File: config.mk
export PLATFORM = sky130hd
export DESIGN_NAME = rtk_regs
export DESIGN_NICKNAME = d
export VERILOG_FILES = /design/src/inc/rtk_pkg.sv /design/src/logic/rtk_core.sv /design/src/logic/rtk_regs.sv
export VERILOG_INCLUDE_DIRS = /design/src /design/src/inc
export SDC_FILE = /design/constraint.sdc
export NUM_CORES = 1
export LEC_CHECK = 0
export BUFFER_PORTS_ARGS = -buffer_cell sky130_fd_sc_hd__buf_2
export CAP_MARGIN = 20
export CORE_MARGIN = 3
export CORE_UTILIZATION = 55
export DETAILED_ROUTE_END_ITERATION = 7
export PLACE_DENSITY_LB_ADDON = 0.1
export SLEW_MARGIN = 10
export SYNTH_ARGS = -nofsm -noshare
export SYNTH_HDL_FRONTEND = slang
export SYNTH_SLANG_ARGS = --single-unit
File: constraint.sdc
create_clock -name clk_sys -period 6.61 [get_ports clk_sys]
set_clock_uncertainty 0.05 [all_clocks]
set_input_delay 1.322 -clock clk_sys [delete_from_list [all_inputs] [get_ports clk_sys]]
set_output_delay 1.322 -clock clk_sys [all_outputs]
set_load 0.05 [all_outputs]
File: src/inc/rtk_cfg.svh
/*
 * Register offsets, field positions, reset values and timing counts of the
 * timekeeping block. Assumes it is included by its bare name.
 */
`ifndef RTK_CFG_SVH
`define RTK_CFG_SVH
`define RTK_REG_CTRL 8'h00
`define RTK_REG_SEC 8'h02
`define RTK_REG_MIN 8'h03
`define RTK_REG_HOUR 8'h04
`define RTK_REG_WDAY 8'h05
`define RTK_REG_DATE 8'h06
`define RTK_REG_MON 8'h07
`define RTK_REG_YEAR 8'h08
`define RTK_REG_WDRF 8'h09
`define RTK_CTRL_RD_BIT 0
`define RTK_CTRL_WR_BIT 1
`define RTK_CTRL_CF_BIT 6
`define RTK_WDRF_WTO_BIT 7
`define RTK_WDRF_LOWSUP_BIT 6
`define RTK_WDRF_LB_BIT 5
`define RTK_WDRF_KEY 4'hA
`define RTK_SLAVE_ID 4'hD
`define RTK_MASK_SEC 8'h7F
`define RTK_MASK_MIN 8'h7F
`define RTK_MASK_HOUR 8'h3F
`define RTK_MASK_WDAY 8'h07
`define RTK_MASK_DATE 8'h3F
`define RTK_MASK_MON 8'h1F
`define RTK_MASK_YEAR 8'hFF
`define RTK_RST_ZERO 8'h00
`define RTK_RST_ONE 8'h01
`define RTK_MAX_SEC 8'h59
`define RTK_MAX_HOUR 8'h23
`define RTK_MAX_WDAY 8'h07
`define RTK_MAX_MON 8'h12
`define RTK_MAX_YEAR 8'h99
`define RTK_TICK_PERIOD_NS 1000000000
`define RTK_CLK_PERIOD_NS 25
`endif

File: src/inc/rtk_pkg.sv
/*
 * Types shared by the timekeeping block.
 * Assumes rtk_cfg.svh supplies the numeric constants.
 */
package rtk_pkg;
    typedef logic [7:0] rtk_byte_t;
    typedef enum logic [4:0] {
        ST_IDLE = 5'b00001,
        ST_DEV = 5'b00010,
        ST_PTR = 5'b00100,
        ST_WR = 5'b01000,
        ST_RD = 5'b10000
    } rtk_state_e;
endpackage : rtk_pkg

File: src/logic/rtk_core.sv
/*
 * Running BCD time counters, stepped by a one-second enable.
 * Assumes the parent gives a one-cycle tick and a one-cycle load pulse.
 */
`timescale 1ns/1ps
`include "rtk_cfg.svh"
module rtk_core
    import rtk_pkg::*;
(
    input wire logic clk_sys,
    input wire logic rst,
    input wire logic tick,
    input wire logic load,
    input wire rtk_byte_t ld_sec,
    input wire rtk_byte_t ld_min,
    input wire rtk_byte_t ld_hour,
    input wire rtk_byte_t ld_wday,
    input wire rtk_byte_t ld_date,
    input wire rtk_byte_t ld_mon,
    input wire rtk_byte_t ld_year,
    output rtk_byte_t sec,
    output rtk_byte_t min,
    output rtk_byte_t hour,
    output rtk_byte_t wday,
    output rtk_byte_t date,
    output rtk_byte_t mon,
    output rtk_byte_t year,
    output logic century
);
    // Returns {wrap, next} for a BCD counter running from mn to mx.
    function automatic logic [8:0] bcd_step(input rtk_byte_t v, input rtk_byte_t mx,
        input rtk_byte_t mn);
        if (v >= mx)
            bcd_step = {1'b1, mn};
        else if (v[3:0] >= 4'h9)
            bcd_step = {1'b0, v[7:4] + 4'h1, 4'h0};
        else
            bcd_step = {1'b0, v[7:4], v[3:0] + 4'h1};
    endfunction : bcd_step

    // Last date of a month; leap years are multiples of four within the century.
    function automatic rtk_byte_t last_date(input rtk_byte_t m, input rtk_byte_t y);
        logic leap;
        leap = y[4] ? (y[3:0] == 4'h2 || y[3:0] == 4'h6)
                    : (y[3:0] == 4'h0 || y[3:0] == 4'h4 || y[3:0] == 4'h8);
        if (m == 8'h02)
            last_date = leap ? 8'h29 : 8'h28;
        else if (m == 8'h04 || m == 8'h06 || m == 8'h09 || m == 8'h11)
            last_date = 8'h30;
        else
            last_date = 8'h31;
    endfunction : last_date

    logic [8:0] s_n, m_n, h_n, w_n, d_n, mo_n, y_n;
    logic en_min, en_hour, en_day, en_mon, en_year;

    // Carry chain; the weekday ring steps with the date but is not tied to it.
    assign s_n = bcd_step(sec, `RTK_MAX_SEC, `RTK_RST_ZERO);
    assign m_n = bcd_step(min, `RTK_MAX_SEC, `RTK_RST_ZERO);
    assign h_n = bcd_step(hour, `RTK_MAX_HOUR, `RTK_RST_ZERO);
    assign w_n = bcd_step(wday, `RTK_MAX_WDAY, `RTK_RST_ONE);
    assign d_n = bcd_step(date, last_date(mon, year), `RTK_RST_ONE);
    assign mo_n = bcd_step(mon, `RTK_MAX_MON, `RTK_RST_ONE);
    assign y_n = bcd_step(year, `RTK_MAX_YEAR, `RTK_RST_ZERO);
    assign en_min = tick & s_n[8];
    assign en_hour = en_min & m_n[8];
    assign en_day = en_hour & h_n[8];
    assign en_mon = en_day & d_n[8];
    assign en_year = en_mon & mo_n[8];

    // A load from the user registers wins over a tick in the same cycle.
    always_ff @(posedge clk_sys or posedge rst)
    begin
        if (rst)
        begin
            sec <= `RTK_RST_ZERO;
            min <= `RTK_RST_ZERO;
            hour <= `RTK_RST_ZERO;
            wday <= `RTK_RST_ONE;
            date <= `RTK_RST_ONE;
            mon <= `RTK_RST_ONE;
            year <= `RTK_RST_ZERO;
        end
        else if (load)
        begin
            sec <= ld_sec;
            min <= ld_min;
            hour <= ld_hour;
            wday <= ld_wday;
            date <= ld_date;
            mon <= ld_mon;
            year <= ld_year;
        end
        else
        begin
            if (tick)
                sec <= s_n[7:0];
            if (en_min)
                min <= m_n[7:0];
            if (en_hour)
                hour <= h_n[7:0];
            if (en_day)
                wday <= w_n[7:0];
            if (en_day)
                date <= d_n[7:0];
            if (en_mon)
                mon <= mo_n[7:0];
            if (en_year)
                year <= y_n[7:0];
        end
    end

    // One-cycle pulse when the year rolls from 99 to 00.
    always_ff @(posedge clk_sys or posedge rst)
    begin
        if (rst)
            century <= 1'b0;
        else
            century <= en_year & y_n[8] & ~load;
    end

    AST_HOUR_WRAP: assert property (@(posedge clk_sys) disable iff (rst)
        (en_hour && !load && hour == `RTK_MAX_HOUR) |=> hour == 8'h00)
        else $error("hours did not wrap from 23 to 0");
    AST_YEAR_ROLL: assert property (@(posedge clk_sys) disable iff (rst)
        (en_year && !load && year == `RTK_MAX_YEAR) |=> (year == 8'h00 && century))
        else $error("year roll missed or century pulse absent");
    COV_YEAR_ROLL: cover property (@(posedge clk_sys) disable iff (rst) century);
endmodule : rtk_core

File: src/logic/rtk_regs.sv
/*
 * Two-wire serial slave holding the user time registers, the control
 * register and the watchdog restart and reset-source flags.
 * Assumes open-drain pins resolved outside and a watchdog on clk_sys.
 */
`timescale 1ns/1ps
`include "rtk_cfg.svh"
module rtk_regs
    import rtk_pkg::*;
#(
    parameter int TICK_CYCLES = `RTK_TICK_PERIOD_NS / `RTK_CLK_PERIOD_NS
)
(
    input wire logic clk_sys,
    input wire logic rst,
    input wire logic scl_in,
    input wire logic sda_in,
    output logic sda_out,
    output logic sda_oe,
    input wire logic [1:0] dev_sel,
    input wire logic low_supply_rst,
    input wire logic low_backup,
    input wire logic watchdog_timeout,
    output logic watchdog_restart
);
    localparam int TW = $clog2(TICK_CYCLES);
    logic [5:0] sync1_r, sync2_r;
    logic scl_s, sda_s, scl_p_r, sda_p_r, lowsup_s, lb_s;
    logic [1:0] sel_s;
    logic start, stop, rise, fall;
    logic [TW-1:0] div_r;
    logic tick_r;
    rtk_state_e st_r;
    logic [3:0] cnt_r;
    rtk_byte_t sh_r, tx_r, ptr_r, rd_data;
    logic ack_drv_r, ack_seen_r;
    logic r_bit_r, w_bit_r, cf_r, wto_r, lowsup_r, lb_r;
    rtk_byte_t user_r [0:6];
    rtk_byte_t c_sec, c_min, c_hour, c_wday, c_date, c_mon, c_year;
    logic century;

    // Pins pass two flops; only the second stage is read.
    // Bus lines and selects idle high, but the supply and backup inputs idle low,
    // so that leaving reset does not raise a false reset-source flag.
    always_ff @(posedge clk_sys or posedge rst)
    begin
        if (rst)
        begin
            sync1_r <= 6'h3C;
            sync2_r <= 6'h3C;
        end
        else
        begin
            sync1_r <= {scl_in, sda_in, dev_sel, low_supply_rst, low_backup};
            sync2_r <= sync1_r;
        end
    end
    assign {scl_s, sda_s, sel_s, lowsup_s, lb_s} = sync2_r;

    // Bus conditions from the synchronised lines.
    always_ff @(posedge clk_sys or posedge rst)
    begin
        if (rst)
        begin
            scl_p_r <= 1'b1;
            sda_p_r <= 1'b1;
        end
        else
        begin
            scl_p_r <= scl_s;
            sda_p_r <= sda_s;
        end
    end
    assign start = scl_s & scl_p_r & sda_p_r & ~sda_s;
    assign stop = scl_s & scl_p_r & ~sda_p_r & sda_s;
    assign rise = scl_s & ~scl_p_r;
    assign fall = ~scl_s & scl_p_r;

    // One-second enable; replaces the crystal since only one clock exists.
    always_ff @(posedge clk_sys or posedge rst)
    begin
        if (rst)
        begin
            div_r <= '0;
            tick_r <= 1'b0;
        end
        else
        begin
            tick_r <= (div_r == TW'(TICK_CYCLES - 1));
            div_r <= (div_r == TW'(TICK_CYCLES - 1)) ? '0 : div_r + 1'b1;
        end
    end

    // Decoded byte events and register selects.
    logic byte_end, ack_end, addr_ok, wr_fire, rd_load, in_time, w_ctrl, w_wdrf;
    logic capture, load_core;
    logic [3:0] idx;
    assign byte_end = fall & (cnt_r == 4'h7);
    assign ack_end = fall & (cnt_r == 4'h8);
    assign addr_ok = (sh_r[7:4] == `RTK_SLAVE_ID) & (sh_r[2:1] == sel_s);
    assign wr_fire = byte_end & (st_r == ST_WR);
    assign rd_load = ack_end & (st_r == ST_RD) & (ack_drv_r | ack_seen_r);
    assign in_time = (ptr_r >= `RTK_REG_SEC) & (ptr_r <= `RTK_REG_YEAR);
    assign idx = ptr_r[3:0] - 4'h2;
    assign w_ctrl = wr_fire & (ptr_r == `RTK_REG_CTRL);
    assign w_wdrf = wr_fire & (ptr_r == `RTK_REG_WDRF);
    assign capture = w_ctrl & sh_r[`RTK_CTRL_RD_BIT] & ~r_bit_r & ~w_bit_r;
    assign load_core = w_ctrl & ~sh_r[`RTK_CTRL_WR_BIT] & w_bit_r;

    // Read mux; unmapped offsets and reserved bits read as zero.
    assign rd_data = (ptr_r == `RTK_REG_CTRL) ? {1'b0, cf_r, 4'h0, w_bit_r, r_bit_r}
                   : in_time ? user_r[idx[2:0]]
                   : (ptr_r == `RTK_REG_WDRF) ? {wto_r, lowsup_r, lb_r, 5'h00}
                   : 8'h00;

    // Serial slave: address, pointer, write bytes, read bytes.
    always_ff @(posedge clk_sys or posedge rst)
    begin
        if (rst)
        begin
            st_r <= ST_IDLE;
            cnt_r <= 4'h0;
            sh_r <= 8'h00;
            tx_r <= 8'hFF;
            ptr_r <= 8'h00;
            ack_drv_r <= 1'b0;
            ack_seen_r <= 1'b0;
        end
        else if (start)
        begin
            st_r <= ST_DEV;
            cnt_r <= 4'hF; // The clock fall that ends a start carries no bit.
            ack_drv_r <= 1'b0;
            tx_r <= 8'hFF;
        end
        else if (stop)
        begin
            st_r <= ST_IDLE;
            ack_drv_r <= 1'b0;
            tx_r <= 8'hFF;
        end
        else if (st_r != ST_IDLE)
        begin
            if (rise && cnt_r != 4'h8)
                sh_r <= {sh_r[6:0], sda_s};
            if (rise && cnt_r == 4'h8)
                ack_seen_r <= ~sda_s;
            if (fall && cnt_r == 4'hF)
                cnt_r <= 4'h0;
            if (fall && cnt_r < 4'h7)
            begin
                cnt_r <= cnt_r + 4'h1;
                tx_r <= {tx_r[6:0], 1'b1};
            end
            if (byte_end)
            begin
                cnt_r <= 4'h8;
                tx_r <= 8'hFF;
                ack_drv_r <= (st_r != ST_RD) & ((st_r != ST_DEV) | addr_ok);
                if (st_r == ST_DEV)
                    st_r <= !addr_ok ? ST_IDLE : sh_r[0] ? ST_RD : ST_PTR;
                else if (st_r == ST_PTR)
                begin
                    ptr_r <= sh_r;
                    st_r <= ST_WR;
                end
                else if (st_r == ST_WR)
                    ptr_r <= ptr_r + 8'h01;
            end
            if (ack_end)
            begin
                cnt_r <= 4'h0;
                ack_drv_r <= 1'b0;
                ack_seen_r <= 1'b0;
                if (rd_load)
                begin
                    tx_r <= rd_data;
                    ptr_r <= ptr_r + 8'h01;
                end
                else if (st_r == ST_RD)
                    st_r <= ST_IDLE;
            end
        end
    end
    assign sda_out = 1'b0;
    assign sda_oe = ack_drv_r | ((st_r == ST_RD) & (cnt_r != 4'h8) & ~tx_r[7]);

    // User registers: host writes are masked, a capture copies the counters.
    always_ff @(posedge clk_sys or posedge rst)
    begin
        if (rst)
        begin
            for (int i = 0; i < 7; i++)
                user_r[i] <= (i >= 3 && i <= 5) ? `RTK_RST_ONE : `RTK_RST_ZERO;
        end
        else if (capture)
        begin
            user_r[0] <= c_sec;
            user_r[1] <= c_min;
            user_r[2] <= c_hour;
            user_r[3] <= c_wday;
            user_r[4] <= c_date;
            user_r[5] <= c_mon;
            user_r[6] <= c_year;
        end
        else if (wr_fire && in_time)
        begin
            case (ptr_r)
                `RTK_REG_SEC: user_r[0] <= sh_r & `RTK_MASK_SEC;
                `RTK_REG_MIN: user_r[1] <= sh_r & `RTK_MASK_MIN;
                `RTK_REG_HOUR: user_r[2] <= sh_r & `RTK_MASK_HOUR;
                `RTK_REG_WDAY: user_r[3] <= sh_r & `RTK_MASK_WDAY;
                `RTK_REG_DATE: user_r[4] <= sh_r & `RTK_MASK_DATE;
                `RTK_REG_MON: user_r[5] <= sh_r & `RTK_MASK_MON;
                default: user_r[6] <= sh_r & `RTK_MASK_YEAR;
            endcase
        end
    end

    // Control and flag bits; every hardware set wins over a clear.
    always_ff @(posedge clk_sys or posedge rst)
    begin
        if (rst)
        begin
            r_bit_r <= 1'b0;
            w_bit_r <= 1'b0;
            cf_r <= 1'b0;
            wto_r <= 1'b0;
            lowsup_r <= 1'b0;
            lb_r <= 1'b0;
            watchdog_restart <= 1'b0;
        end
        else
        begin
            if (w_ctrl)
            begin
                r_bit_r <= sh_r[`RTK_CTRL_RD_BIT];
                w_bit_r <= sh_r[`RTK_CTRL_WR_BIT];
            end
            cf_r <= century | (cf_r & ~(rd_load && ptr_r == `RTK_REG_CTRL));
            wto_r <= watchdog_timeout | (w_wdrf ? sh_r[`RTK_WDRF_WTO_BIT] : wto_r);
            lowsup_r <= lowsup_s | (w_wdrf ? sh_r[`RTK_WDRF_LOWSUP_BIT] : lowsup_r);
            lb_r <= lb_s | (w_wdrf ? sh_r[`RTK_WDRF_LB_BIT] : lb_r);
            watchdog_restart <= w_wdrf & (sh_r[3:0] == `RTK_WDRF_KEY);
        end
    end

    rtk_core u_core (
        .clk_sys(clk_sys),
        .rst(rst),
        .tick(tick_r & ~w_bit_r),
        .load(load_core),
        .ld_sec(user_r[0]),
        .ld_min(user_r[1]),
        .ld_hour(user_r[2]),
        .ld_wday(user_r[3]),
        .ld_date(user_r[4]),
        .ld_mon(user_r[5]),
        .ld_year(user_r[6]),
        .sec(c_sec),
        .min(c_min),
        .hour(c_hour),
        .wday(c_wday),
        .date(c_date),
        .mon(c_mon),
        .year(c_year),
        .century(century)
    );

    AST_WDRF_LAYOUT: assert property (@(posedge clk_sys) disable iff (rst)
        (rd_load && ptr_r == `RTK_REG_WDRF) |=> (tx_r[4:0] == 5'h00 && tx_r[7] == $past(wto_r)))
        else $error("restart register read layout wrong");
    AST_LOWSUP_SET: assert property (@(posedge clk_sys) disable iff (rst)
        lowsup_s |=> (lowsup_r && wto_r == ($past(watchdog_timeout)
        | ($past(w_wdrf) ? $past(sh_r[7]) : $past(wto_r)))))
        else $error("low-supply flag not set or watchdog flag disturbed");
    AST_KEY_RESTART: assert property (@(posedge clk_sys) disable iff (rst)
        w_wdrf |=> (watchdog_restart == ($past(sh_r[3:0]) == 4'hA)) ##1 !watchdog_restart)
        else $error("watchdog restart pulse wrong for key");
    AST_YEAR_WRITE: assert property (@(posedge clk_sys) disable iff (rst)
        (wr_fire && ptr_r == `RTK_REG_YEAR && !capture) |=> user_r[6] == $past(sh_r))
        else $error("year write not stored");
    AST_MON_ZERO: assert property (@(posedge clk_sys) disable iff (rst)
        user_r[5][7:5] == 3'h0)
        else $error("month upper bits not zero");
    AST_DATE_ZERO: assert property (@(posedge clk_sys) disable iff (rst)
        user_r[4][7:6] == 2'h0 && user_r[2][7:6] == 2'h0)
        else $error("date or hour upper bits not zero");
    AST_CAPTURE: assert property (@(posedge clk_sys) disable iff (rst)
        capture |=> (user_r[0] == $past(c_sec) && user_r[6] == $past(c_year)))
        else $error("capture did not copy counters");
    AST_LOAD: assert property (@(posedge clk_sys) disable iff (rst)
        load_core |=> (c_sec == $past(user_r[0]) && c_mon == $past(user_r[5])))
        else $error("clearing freeze did not load counters");
    AST_CF_CLEAR: assert property (@(posedge clk_sys) disable iff (rst)
        (rd_load && ptr_r == `RTK_REG_CTRL && !century) |=> !cf_r)
        else $error("century flag not cleared by read");
    COV_WRITE: cover property (@(posedge clk_sys) disable iff (rst) wr_fire);
    COV_READ: cover property (@(posedge clk_sys) disable iff (rst) rd_load);
    COV_RESTART: cover property (@(posedge clk_sys) disable iff (rst) watchdog_restart);
endmodule : rtk_regs

# == Word level (Yosys, flattened, before mapping) ==
# Cells that the tools add are included.
# classes
n_addsub,18
n_mul,0
div_mod_pow,0
magnitude_cmp,18
eq_ne,33
n_shift,0
muxes,89
bitwise_logic,54
n_reduce_logical,59
# op_table
cell,n
$mux 8,48
$mux 56,2
$add 4x1->4 const B,15
$mux 5,11
$mux 9,6
$eq 8x3->1 const B,6
$and 1x1->1,34
$ge 4x4->1 const B,8
$reduce_and 2->1,15
$reduce_bool 2->1,15
$mux 4,7
$add 26x1->26 const B,1
$eq 26x26->1 const B,1
$mux 26,1
$bmux 8 s3,1
$eq 8x2->1 const B,3
$reduce_bool 3->1,8
$eq 4x4->1 const B,5
$eq 8x4->1 const B,2
$ge 8x7->1 const B,2
$mux 1,13
$eq 4x3->1 const B,3
$not 1->1,12
$add 8x1->8 const B,1
other kinds (33),51
# totals
ff_bits,196
latch_bits,0
ramBits,0
mem_bits_ro,0
input_bits,9
out_inout_bits,3
wordCells,313
mem_count,0

# == Depth between registers and ports, before layout ==
# Gate-level depths: netlist of the first run.
# depth
word_depth,12
depth_mapped,14
depth_no_buf,13

# == Modules after synthesis ==
# From an unflattened synthesis of the first run, not the netlist that was laid out.
# unflattened
cells_unflattened,1154
hier_area_um2,11367.2
# by_module_without_submodules
module,n_inst,cells_per_inst,area_each_um2
rtk_regs,1,707,7289.5
rtk_core,1,447,4077.7

# == Worst setup path before layout of the first run ==
# No wires, ideal clock.
# synth_timing
kind,register -> output
start,reg cnt_r[0]
end,out sda_oe
arrival_time_ns,2.119
required_ns,5.238
setup_slack_ns,3.119
stages_incl_launch_ff,6
n_path_buf,1
cell_sequence,dfrtp_1 -> inv_1 -> ha_1 -> and3b_1 -> clkbuf_1 -> o31ai_1
# synth_between
elab_chain_len,4
# synth_rtl
item,line_no,text
start: declaration,rtk_regs.sv:34,logic [3:0] cnt_r;
start signal: assignment,rtk_regs.sv:152,cnt_r <= cnt_r + 4'h1;
$ne 4x4->1,rtk_regs.sv:186,assign sda_oe = ack_drv_r | ((st_r == ST_RD) & (cnt_r != 4'h8) & ~tx_r[7]);
$and 1x1->1 (2 in a row),rtk_regs.sv:186,
$or 1x1->1,rtk_regs.sv:186,
end: declaration,rtk_regs.sv:19,"output logic sda_oe,"
# Every way passes these cells.

# == Worst setup path in the final report of the first run ==
# layout_timing
start,reg ptr_r[0]
end,reg u_core.min[6]
# layout_between
elab_chain_len,6
word_cells_on_any_way,8
classes_between,1 x mux; 3 x bitwise; 4 x reduce/logical
# layout_rtl
item,line_no,text
start: declaration,rtk_regs.sv:35,"rtk_byte_t sh_r, tx_r, ptr_r, rd_data;"
start signal: assignment,rtk_regs.sv:164,ptr_r <= sh_r;
start signal: assignment,rtk_regs.sv:168,ptr_r <= ptr_r + 8'h01;
start signal: assignment,rtk_regs.sv:178,ptr_r <= ptr_r + 8'h01;
$logic_not 8->1 (no source line) *,n/a,
$and 1x1->1 *,rtk_regs.sv:105,assign w_ctrl = wr_fire & (ptr_r == `RTK_REG_CTRL);
$and 1x1->1 * (2 in a row),rtk_regs.sv:108,assign load_core = w_ctrl & ~sh_r[`RTK_CTRL_WR_BIT] & w_bit_r;
$reduce_bool 3->1 (no source line) / $reduce_bool 2->1 (equally long branches),n/a,
$reduce_and 2->1 (no source line),n/a,
end signal: assignment,rtk_core.sv:77,min <= `RTK_RST_ZERO;
end signal: assignment,rtk_core.sv:87,min <= ld_min;
end signal: assignment,rtk_core.sv:99,min <= m_n[7:0];
end: declaration,rtk_core.sv:22,"output rtk_byte_t min,"
# Mark *: on every way between the ends. The rest lies on a longest branch, timed or not.
# A chain may end at the register's enable or synchronous reset.

==> results of run 1 <==
-- worst register-to-register path, cell delays in order, from the launching register on --
cell,delay [ps]
dfrtp_1,670
inv_1,310
ha_1,300
or3b_2,530
nor4_4,350
and2_2,950
o22ai_1,220
a22o_1,220
-- worst min path at each step --
| stage | start | end | slack (ps) |
|---|---|---|---|
| floorplan | sync1_r[0] | sync2_r[0] | 280 |
| global placement | sync1_r[1] | sync2_r[1] | 280 |
| CTS | sync1_r[1] | sync2_r[1] | 300 |
| finish | sync1_r[1] | sync2_r[1] | 300 |
| global route | sync1_r[4] | sync2_r[4] | 310 |
| detailed placement | sync1_r[1] | sync2_r[1] | 280 |
-- state kept, by name, summed over array words and instances, names as in the netlist, 8 cells and up --
signal,cells
u_core.date,8
ptr_r,8
u_core.year,8
sh_r,8
u_core.mon,8
div_r,26
u_core.hour,8
u_core.min,8
user_r,56
u_core.wday,8
tx_r,8
u_core.sec,8
-- per-layer routing --
layer  GRT usage (%)  part of all wire, %  vias up  wire (microns)
met1            38.1                   47     4520           13300
met5               0                    0        -               0
met2            40.3                   46      256           13100
met3            4.63                  5.3       54            1520
li1                -                    -     4304               -
met4            8.69                  2.6        0             739
-- per-stage QoR --
| step | area, sq um | setup slack [ps] | util, % |
|---|---|---|---|
| after floorplan | 11400 | 2730 | - |
| after global routing | 12200 | 2580 | 59.9 |
| final | 12200 | 2910 | 59.9 |
| after detailed placement | 11600 | 2580 | 57.0 |
| after CTS | 12100 | 2550 | 59.8 |
| after global placement | 11600 | 2800 | 57.0 |
-- power by group --
group / leakage (nW) / internal (mW) / switching (mW)
Combinational: 2.56 / 0.116 / 0.206
Clock: 0.276 / 0.502 / 0.515
Sequential: 2.58 / 1.26 / 0.136
Total: 5.42 / 1.88 / 0.857
-- logic make-up after synthesis --
| kind of cell | count (synthesis) |
|---|---|
| AOI/OAI and AO/OA | 291 |
| muxes | 79 |
| other | 1 |
| and+or+nand+nor | 420 |
| xor gates and xnor gates | 28 |
| buffers and inverters | 129 |
| DFF | 196 |
| adders and majority gates | 52 |
-- placed cells by master (no fill, tap or decap), types with 14 or more instances in the layout --
| cell | n |
|---|---|
| dfrtp_1 | 171 |
| nor2_1 | 127 |
| nand2_1 | 89 |
| a21oi_1 | 72 |
| o21ai_0 | 64 |
| mux2i_1 | 63 |
| inv_1 | 59 |
| ha_1 | 52 |
| nand3_1 | 44 |
| a31oi_1 | 34 |
| nor3_1 | 25 |
| dfstp_2 | 25 |
| nand4_1 | 22 |
| xnor2_1 | 17 |
| o31ai_1 | 17 |
| clkbuf_16 | 17 |
| o22ai_1 | 14 |
-- area by class of cell --
class	instances	share of cell area (%)
Clock buffer	18	3.53
Clock inverter	14	1.11
Inverter	60	1.88
Multi-Input combinational cell	871	48.7
Sequential cell	196	40.6
Tap cell	270	2.78
Timing Repair Buffer	23	1.42
==> results.toml, run 1 <==
[critical_path]
path_cells = "inv_1 -> ha_1 -> or3b_2 -> nor4_4 -> and2_2 -> o22ai_1 -> a22o_1"
crit_required_ps = 6890
timing.rr.start = "ptr_r[0]"
crit_family = "simple AND/OR/NAND/NOR gates"
rrSetupSlack_ps = 2910
worstPathArrival_ps = 3980
cp-start-kind = "register"
cp_slowest_cell = "and2_2"
r2r_cells = 7
cp-end-kind = "register"
critical_path_buf_inv_count = 1
r2r-end = "u_core.min[6]"
setup.worst_path.end = "u_core.min[6]"
critical_path_class = "reg2reg"
cp.depth = 7
startpoint = "ptr_r[0]"
critPathMaxStageDelay_ps = 950
path_max_fanout = 49

[synth]
yosys.area.top_type_share_pct = 37.6
netlist_top_cells_area = "dfrtp_1 (38%), dfstp_2 (5.8%), ha_1 (5.7%)"
ys_warn_count = 0
synthAdderAreaFrac_pct = 5.71
synthArstFlopShare_pct = 100
synth_fp_nets = 1257
synth_seq_cells = 196
netlist-cell-type-count = 82
synth-simple-area-share_pct = 19.4
syn-cell-area_sq_um = 11400
seq_area_frac_synth_pct = 43.3
syn_area_per_cell_sq_um = 9.52
synth_top_area_cell = "dfrtp_1"
synth_edf_count = 0
syn_inst = 1196
ys_top_cells_by_count = "dfrtp_1 (171), nor2_1 (127), nand2_1 (90), a21oi_1 (72), o21ai_0 (64)"
synth_xor_area_share_pct = 2.15
synthMuxAreaShare_pct = 7.91
synth_top_family_by_area = "simple AND/OR/NAND/NOR gates"
synth.most_common_cell = "dfrtp_1"
synth_compound_area_share_pct = 16.6
synthFlopType = "dfrtp_1"

[clock_tree]
cts_resized = 0
cts.sinks = 196
numCtsBuffers = 17
post-cts-setup-buffer-count = 0
clockRootBuffer = "clkbuf_16"
cts_buffer_depth = 2
cts_tree = "built"
clk_pin_slew_ps = 80
clock_latency_ps = 440
holdBufCountCts = 0
cts_max_level = 4

[run]
cap_violations = 0

[global_route]
grt_pass1_wl_microns = 46900
antenna_found_initial = 0
gr-total-overflow = 0
grt_max_degree = 197
grt_usage_pct = 26.3
grt_pass1_vias = 8696

[sta]
hold_slack_ps = 301
setup_viol_count_final = 0
worstMarginPinSlew_ps = 1080
timing.slew.headroom_pct = 28.2
fin_crit_ps = 3700
hold_violations = 0
fmax_mhz = 270
drv_slew = 0
rsz0062_at_grt = "no"
finalSetupTns_ps = 0
post-route-period-util_pct = 56.0

[placed_design]
port_buffers = 10
dp.final_hpwl_microns = 19700
place_congestion = 0.908
place_inst = 1419

[floorplan]
coreArea_sq_um = 20300
pin_count = 12
die_y_microns = 150
die_area_sq_um = 22500
start_util_pct = 56.1
rows = 52
fp.dieW_microns = 150

[finish]
multi_input_area_sq_um = 5910
num-fill-cells = 1789
seq_area_sq_um = 4940
drive_above_1_share_pct = 10.8
fin_cells = 1452
diodes = 0
syn_to_final_growth_pct = 6.71
nNetsFinal = 1230

[pwr]
power_mw = 2.74
leakage_nw = 5.42
max-vdd-ir-drop_mv = 0.170
p_per_area_nw_per_um2 = 225

[hold_path]
hold_path_class = "reg2reg"
whs_path_depth = 0

[routing]
drtIter0Drc = 773
viasPerCell = 6.29
num_vias = 9134
drcViolationCount = 0
wire_per_inst_microns = 19.7
routed_wl_microns = 28700
ant_nets = 0
drt_pre_antenna_iters = 5

[run_status]
status = "complete, no violations"
Power figures use the tool's default switching activity.
==> inputs of run 2 (changes only) <==
Settings changed: ABC_AREA set to 1.
Clock period 6.61 ns to 3.4 ns, I/O delays scaled along.
==> run 2 against run 1 <==
  * Maximum frequency grew 28%
  * Core utilization grew 1.1 points
  * Synthesized area grew 5.5%
  * Register-to-register slack lost 2400 ps
  * Wire length grew 9.2%
  * Final cell count grew 34%
  * Sequential power grew 84%
  * Sequential cell count is the same
  * Non-clock buffer count grew 3
  * Sequential share of layout area shrank 2.4 points
  * Combinational power grew 63%
  * Power grew 87%
  * Critical endpoint is now u_core.year[2]
==> results.toml, run 2 <==
[run_status]
status = "complete, no violations"

[synth]
synth.most_common_cell = "nand2_1"
synthMuxAreaShare_pct = 0
synth_compound_area_share_pct = 9.71
synthFlopType = "dfrtp_1"
synthArstFlopShare_pct = 100
syn_area_per_cell_sq_um = 7.28
seq_area_frac_synth_pct = 41.1
yosys.area.top_type_share_pct = 35.6
synth_top_area_cell = "dfrtp_1"
synth_top_family_by_area = "simple AND/OR/NAND/NOR gates"
netlist_top_cells_area = "dfrtp_1 (36%), nand2_1 (16%), nand3_1 (6.5%)"
synthAdderAreaFrac_pct = 5.42
synth-simple-area-share_pct = 32.7
synth_seq_cells = 196
netlist-cell-type-count = 45
ys_top_cells_by_count = "nand2_1 (520), inv_1 (190), dfrtp_1 (171), nand3_1 (157), nor2_1 (127)"
synth_edf_count = 0
syn_inst = 1651
synth_xor_area_share_pct = 2.84
synth_fp_nets = 1712
ys_warn_count = 0
syn-cell-area_sq_um = 12000

[sta]
post-route-period-util_pct = 85.1
worstMarginPinSlew_ps = 680
fin_ws_ps = 505
fmax_mhz = 345
rsz0062_at_grt = "no"
finalSetupTns_ps = 0
fin_crit_ps = 2890
hold_violations = 0
timing.slew.headroom_pct = 54.6
drv_slew = 0
setup_viol_count_final = 0

[finish]
top_regs = "user_r (56), div_r (26)"
diodes = 0
regMostFlops = "user_r"
drive_above_1_share_pct = 7.78
mostFrequentLayoutCells = "nand2_1 (519), inv_1 (189), dfrtp_1 (171), nand3_1 (157), nor2_1 (127)"
final_area_sq_um = 12900
largest_register_ffs = 56
syn_to_final_growth_pct = 7.63
layout_commonest_cell = "nand2_1"
nNetsFinal = 1719

[critical_path]
r2r_cells = 16
critPathMaxStageDelay_ps = 580
cp-start-kind = "register"
path_max_fanout = 12
r2r-end = "u_core.year[2]"
crit_required_ps = 3670
timing.rr.start = "u_core.mon[0]"
cp-end-kind = "register"
path_common_cell = "o21ai_0"
worstPathArrival_ps = 3160
cp_slowest_cell = "dfstp_2"
path_cells = "inv_1 -> ha_1 -> o21ai_0 -> o21ai_0 -> nand4_1 -> a21oi_1 -> a31oi_1 -> ha_1 -> inv_1 -> nor2_1 -> nand3_1 -> nand3_1 -> nand4_1 -> nand2_1 -> nand2_1 -> o21ai_0"
rrSetupSlack_ps = 510
critical_path_class = "reg2reg"

[pwr]
internal_power_mw = 3.59
netSwitchingFraction_pct = 29.8
power.switching_mw = 1.52
p_per_area_nw_per_um2 = 396
pwr-share-seq_pct = 50.2
max-vdd-ir-drop_mv = 0.294
combPwrFrac_pct = 10.2
leakage_nw = 6.54
p_clk_share_pct = 39.5

[clock_tree]
cts.sinks = 196
clk_pin_slew_ps = 80
cts_buffer_depth = 2
numCtsBuffers = 17
clock_latency_ps = 450
clockRootBuffer = "clkbuf_16"
holdBufCountCts = 0
cts_max_level = 4
cts_tree = "built"

[routing]
viasPerCell = 5.57
drcViolationCount = 0
drtIter0Drc = 973
drt_pre_antenna_iters = 5
routed_wl_microns = 31300
wire_per_inst_microns = 16.1
ant_nets = 0
num_vias = 10835

[global_route]
antenna_found_initial = 0
grt_pass1_vias = 10132
gr-total-overflow = 0
grt_usage_pct = 26.7
grt_max_degree = 104
grt_pass1_wl_microns = 51600

[floorplan]
fp.dieW_microns = 154
rows = 53
start_util_pct = 56.6
die_area_sq_um = 23600
coreArea_sq_um = 21200
pin_count = 12
die_y_microns = 154

[placed_design]
dp.final_hpwl_microns = 22500
placed_area_sq_um = 12300
preCtsSetupSlack_ps = 370
place_congestion = 0.945
port_buffers = 10

[hold_path]
min_from = "dev_sel[1]"
hold_path_class = "in2reg"
hold_end = "sync1_r[3]"
whs_path_depth = 1

[run]
cap_violations = 0
-- run 2: changes by cell type after synthesis, sizes merged, moves of 14 or more --
cell	delta
o31ai	-14
xor2	+15
clkbuf	-26
nand2	+442
a31oi	-25
mux2i	-63
inv	+145
a21oi	-15
o21ai	+39
nand3	+117
-- run 2: power by group through the flow --
| stage | Clock (mW) | Sequential (mW) | Combinational (mW) |
|---|---|---|---|
| after floorplan | 0 | 2.57 | 0.359 |
| after detailed placement | 0 | 2.61 | 0.520 |
| after CTS | 2.05 | 2.57 | 0.524 |
| after global placement | 0 | 2.61 | 0.509 |
| final | 2.02 | 2.57 | 0.524 |
| after global routing | 2.14 | 2.58 | 0.578 |
-- run 2: logic make-up (layout without fill, tap and decap cells) --
family                   count (synthesis)  count (layout)
other                                    1               1
XOR/XNOR                                39              39
adder cells (fa/ha/maj)                 52              52
flip-flops                             196             196
buffers and inverters                  245             265
AO/OA/AOI/OAI                          212             212
AND/OR/NAND/NOR                        906             906
-- run 2: worst max path at each step --
stage / from / endpoint / slack (ps) / cells after the start
2_1_floorplan: rst / ack_drv_r / 160 / 1
3_3_place_gp: u_core.mon[0] / u_core.mon[5] / 430 / 17
3_5_place_dp: u_core.mon[0] / u_core.mon[6] / 370 / 17
4_1_cts: u_core.mon[0] / u_core.mon[5] / 360 / 17
5_1_grt: u_core.mon[0] / u_core.date[1] / 130 / 17
6_report: u_core.mon[0] / u_core.year[2] / 510 / 16
-- run 2: stage by stage --
stage	utilization (%)	instances	total power [mW]	hold slack, ps
2_1_floorplan	-	1651	2.93	281
3_3_place_gp	58.2	1914	3.12	284
3_5_place_dp	58.2	1914	3.13	286
4_1_cts	60.9	1946	5.14	259
5_1_grt	60.9	1946	5.31	256
6_report	60.9	1946	5.12	273
-- run 2: routing by layer --
| layer | routed length, microns | share of wire (%) | global-route usage, % |
|---|---|---|---|
| met1 | 14400 | 46 | 38.0 |
| met2 | 14300 | 46 | 42.0 |
| met3 | 1900 | 6.1 | 4.90 |
| met4 | 628 | 2.0 | 7.91 |
| met5 | 0 | 0 | 0 |
-- run 2: worst max-delay path: cells and delay by family, from the launching register on --
family	cells	cell delay [ps]
buffers and inverters	2	150
DFF	1	580
adders and majority gates	2	460
AOI/OAI and AO/OA	5	570
and+or+nand+nor	7	930
-- run 2: cell type report --
class                   count  area (sq um)
well taps                 275           344
clock buffers              18           439
fillers                  2012          8290
repair buffers             26           195
inverters                 207           781
flip-flops and latches    196          4940
clock inverters            14           141
multi-input cells        1210          6090
-- run 2: timing repair --
action,CTS,global route
setup buffers,0,0
resized for setup,0,1
endpoints found under the setup margin,0,8
endpoints found under the hold margin,0,0
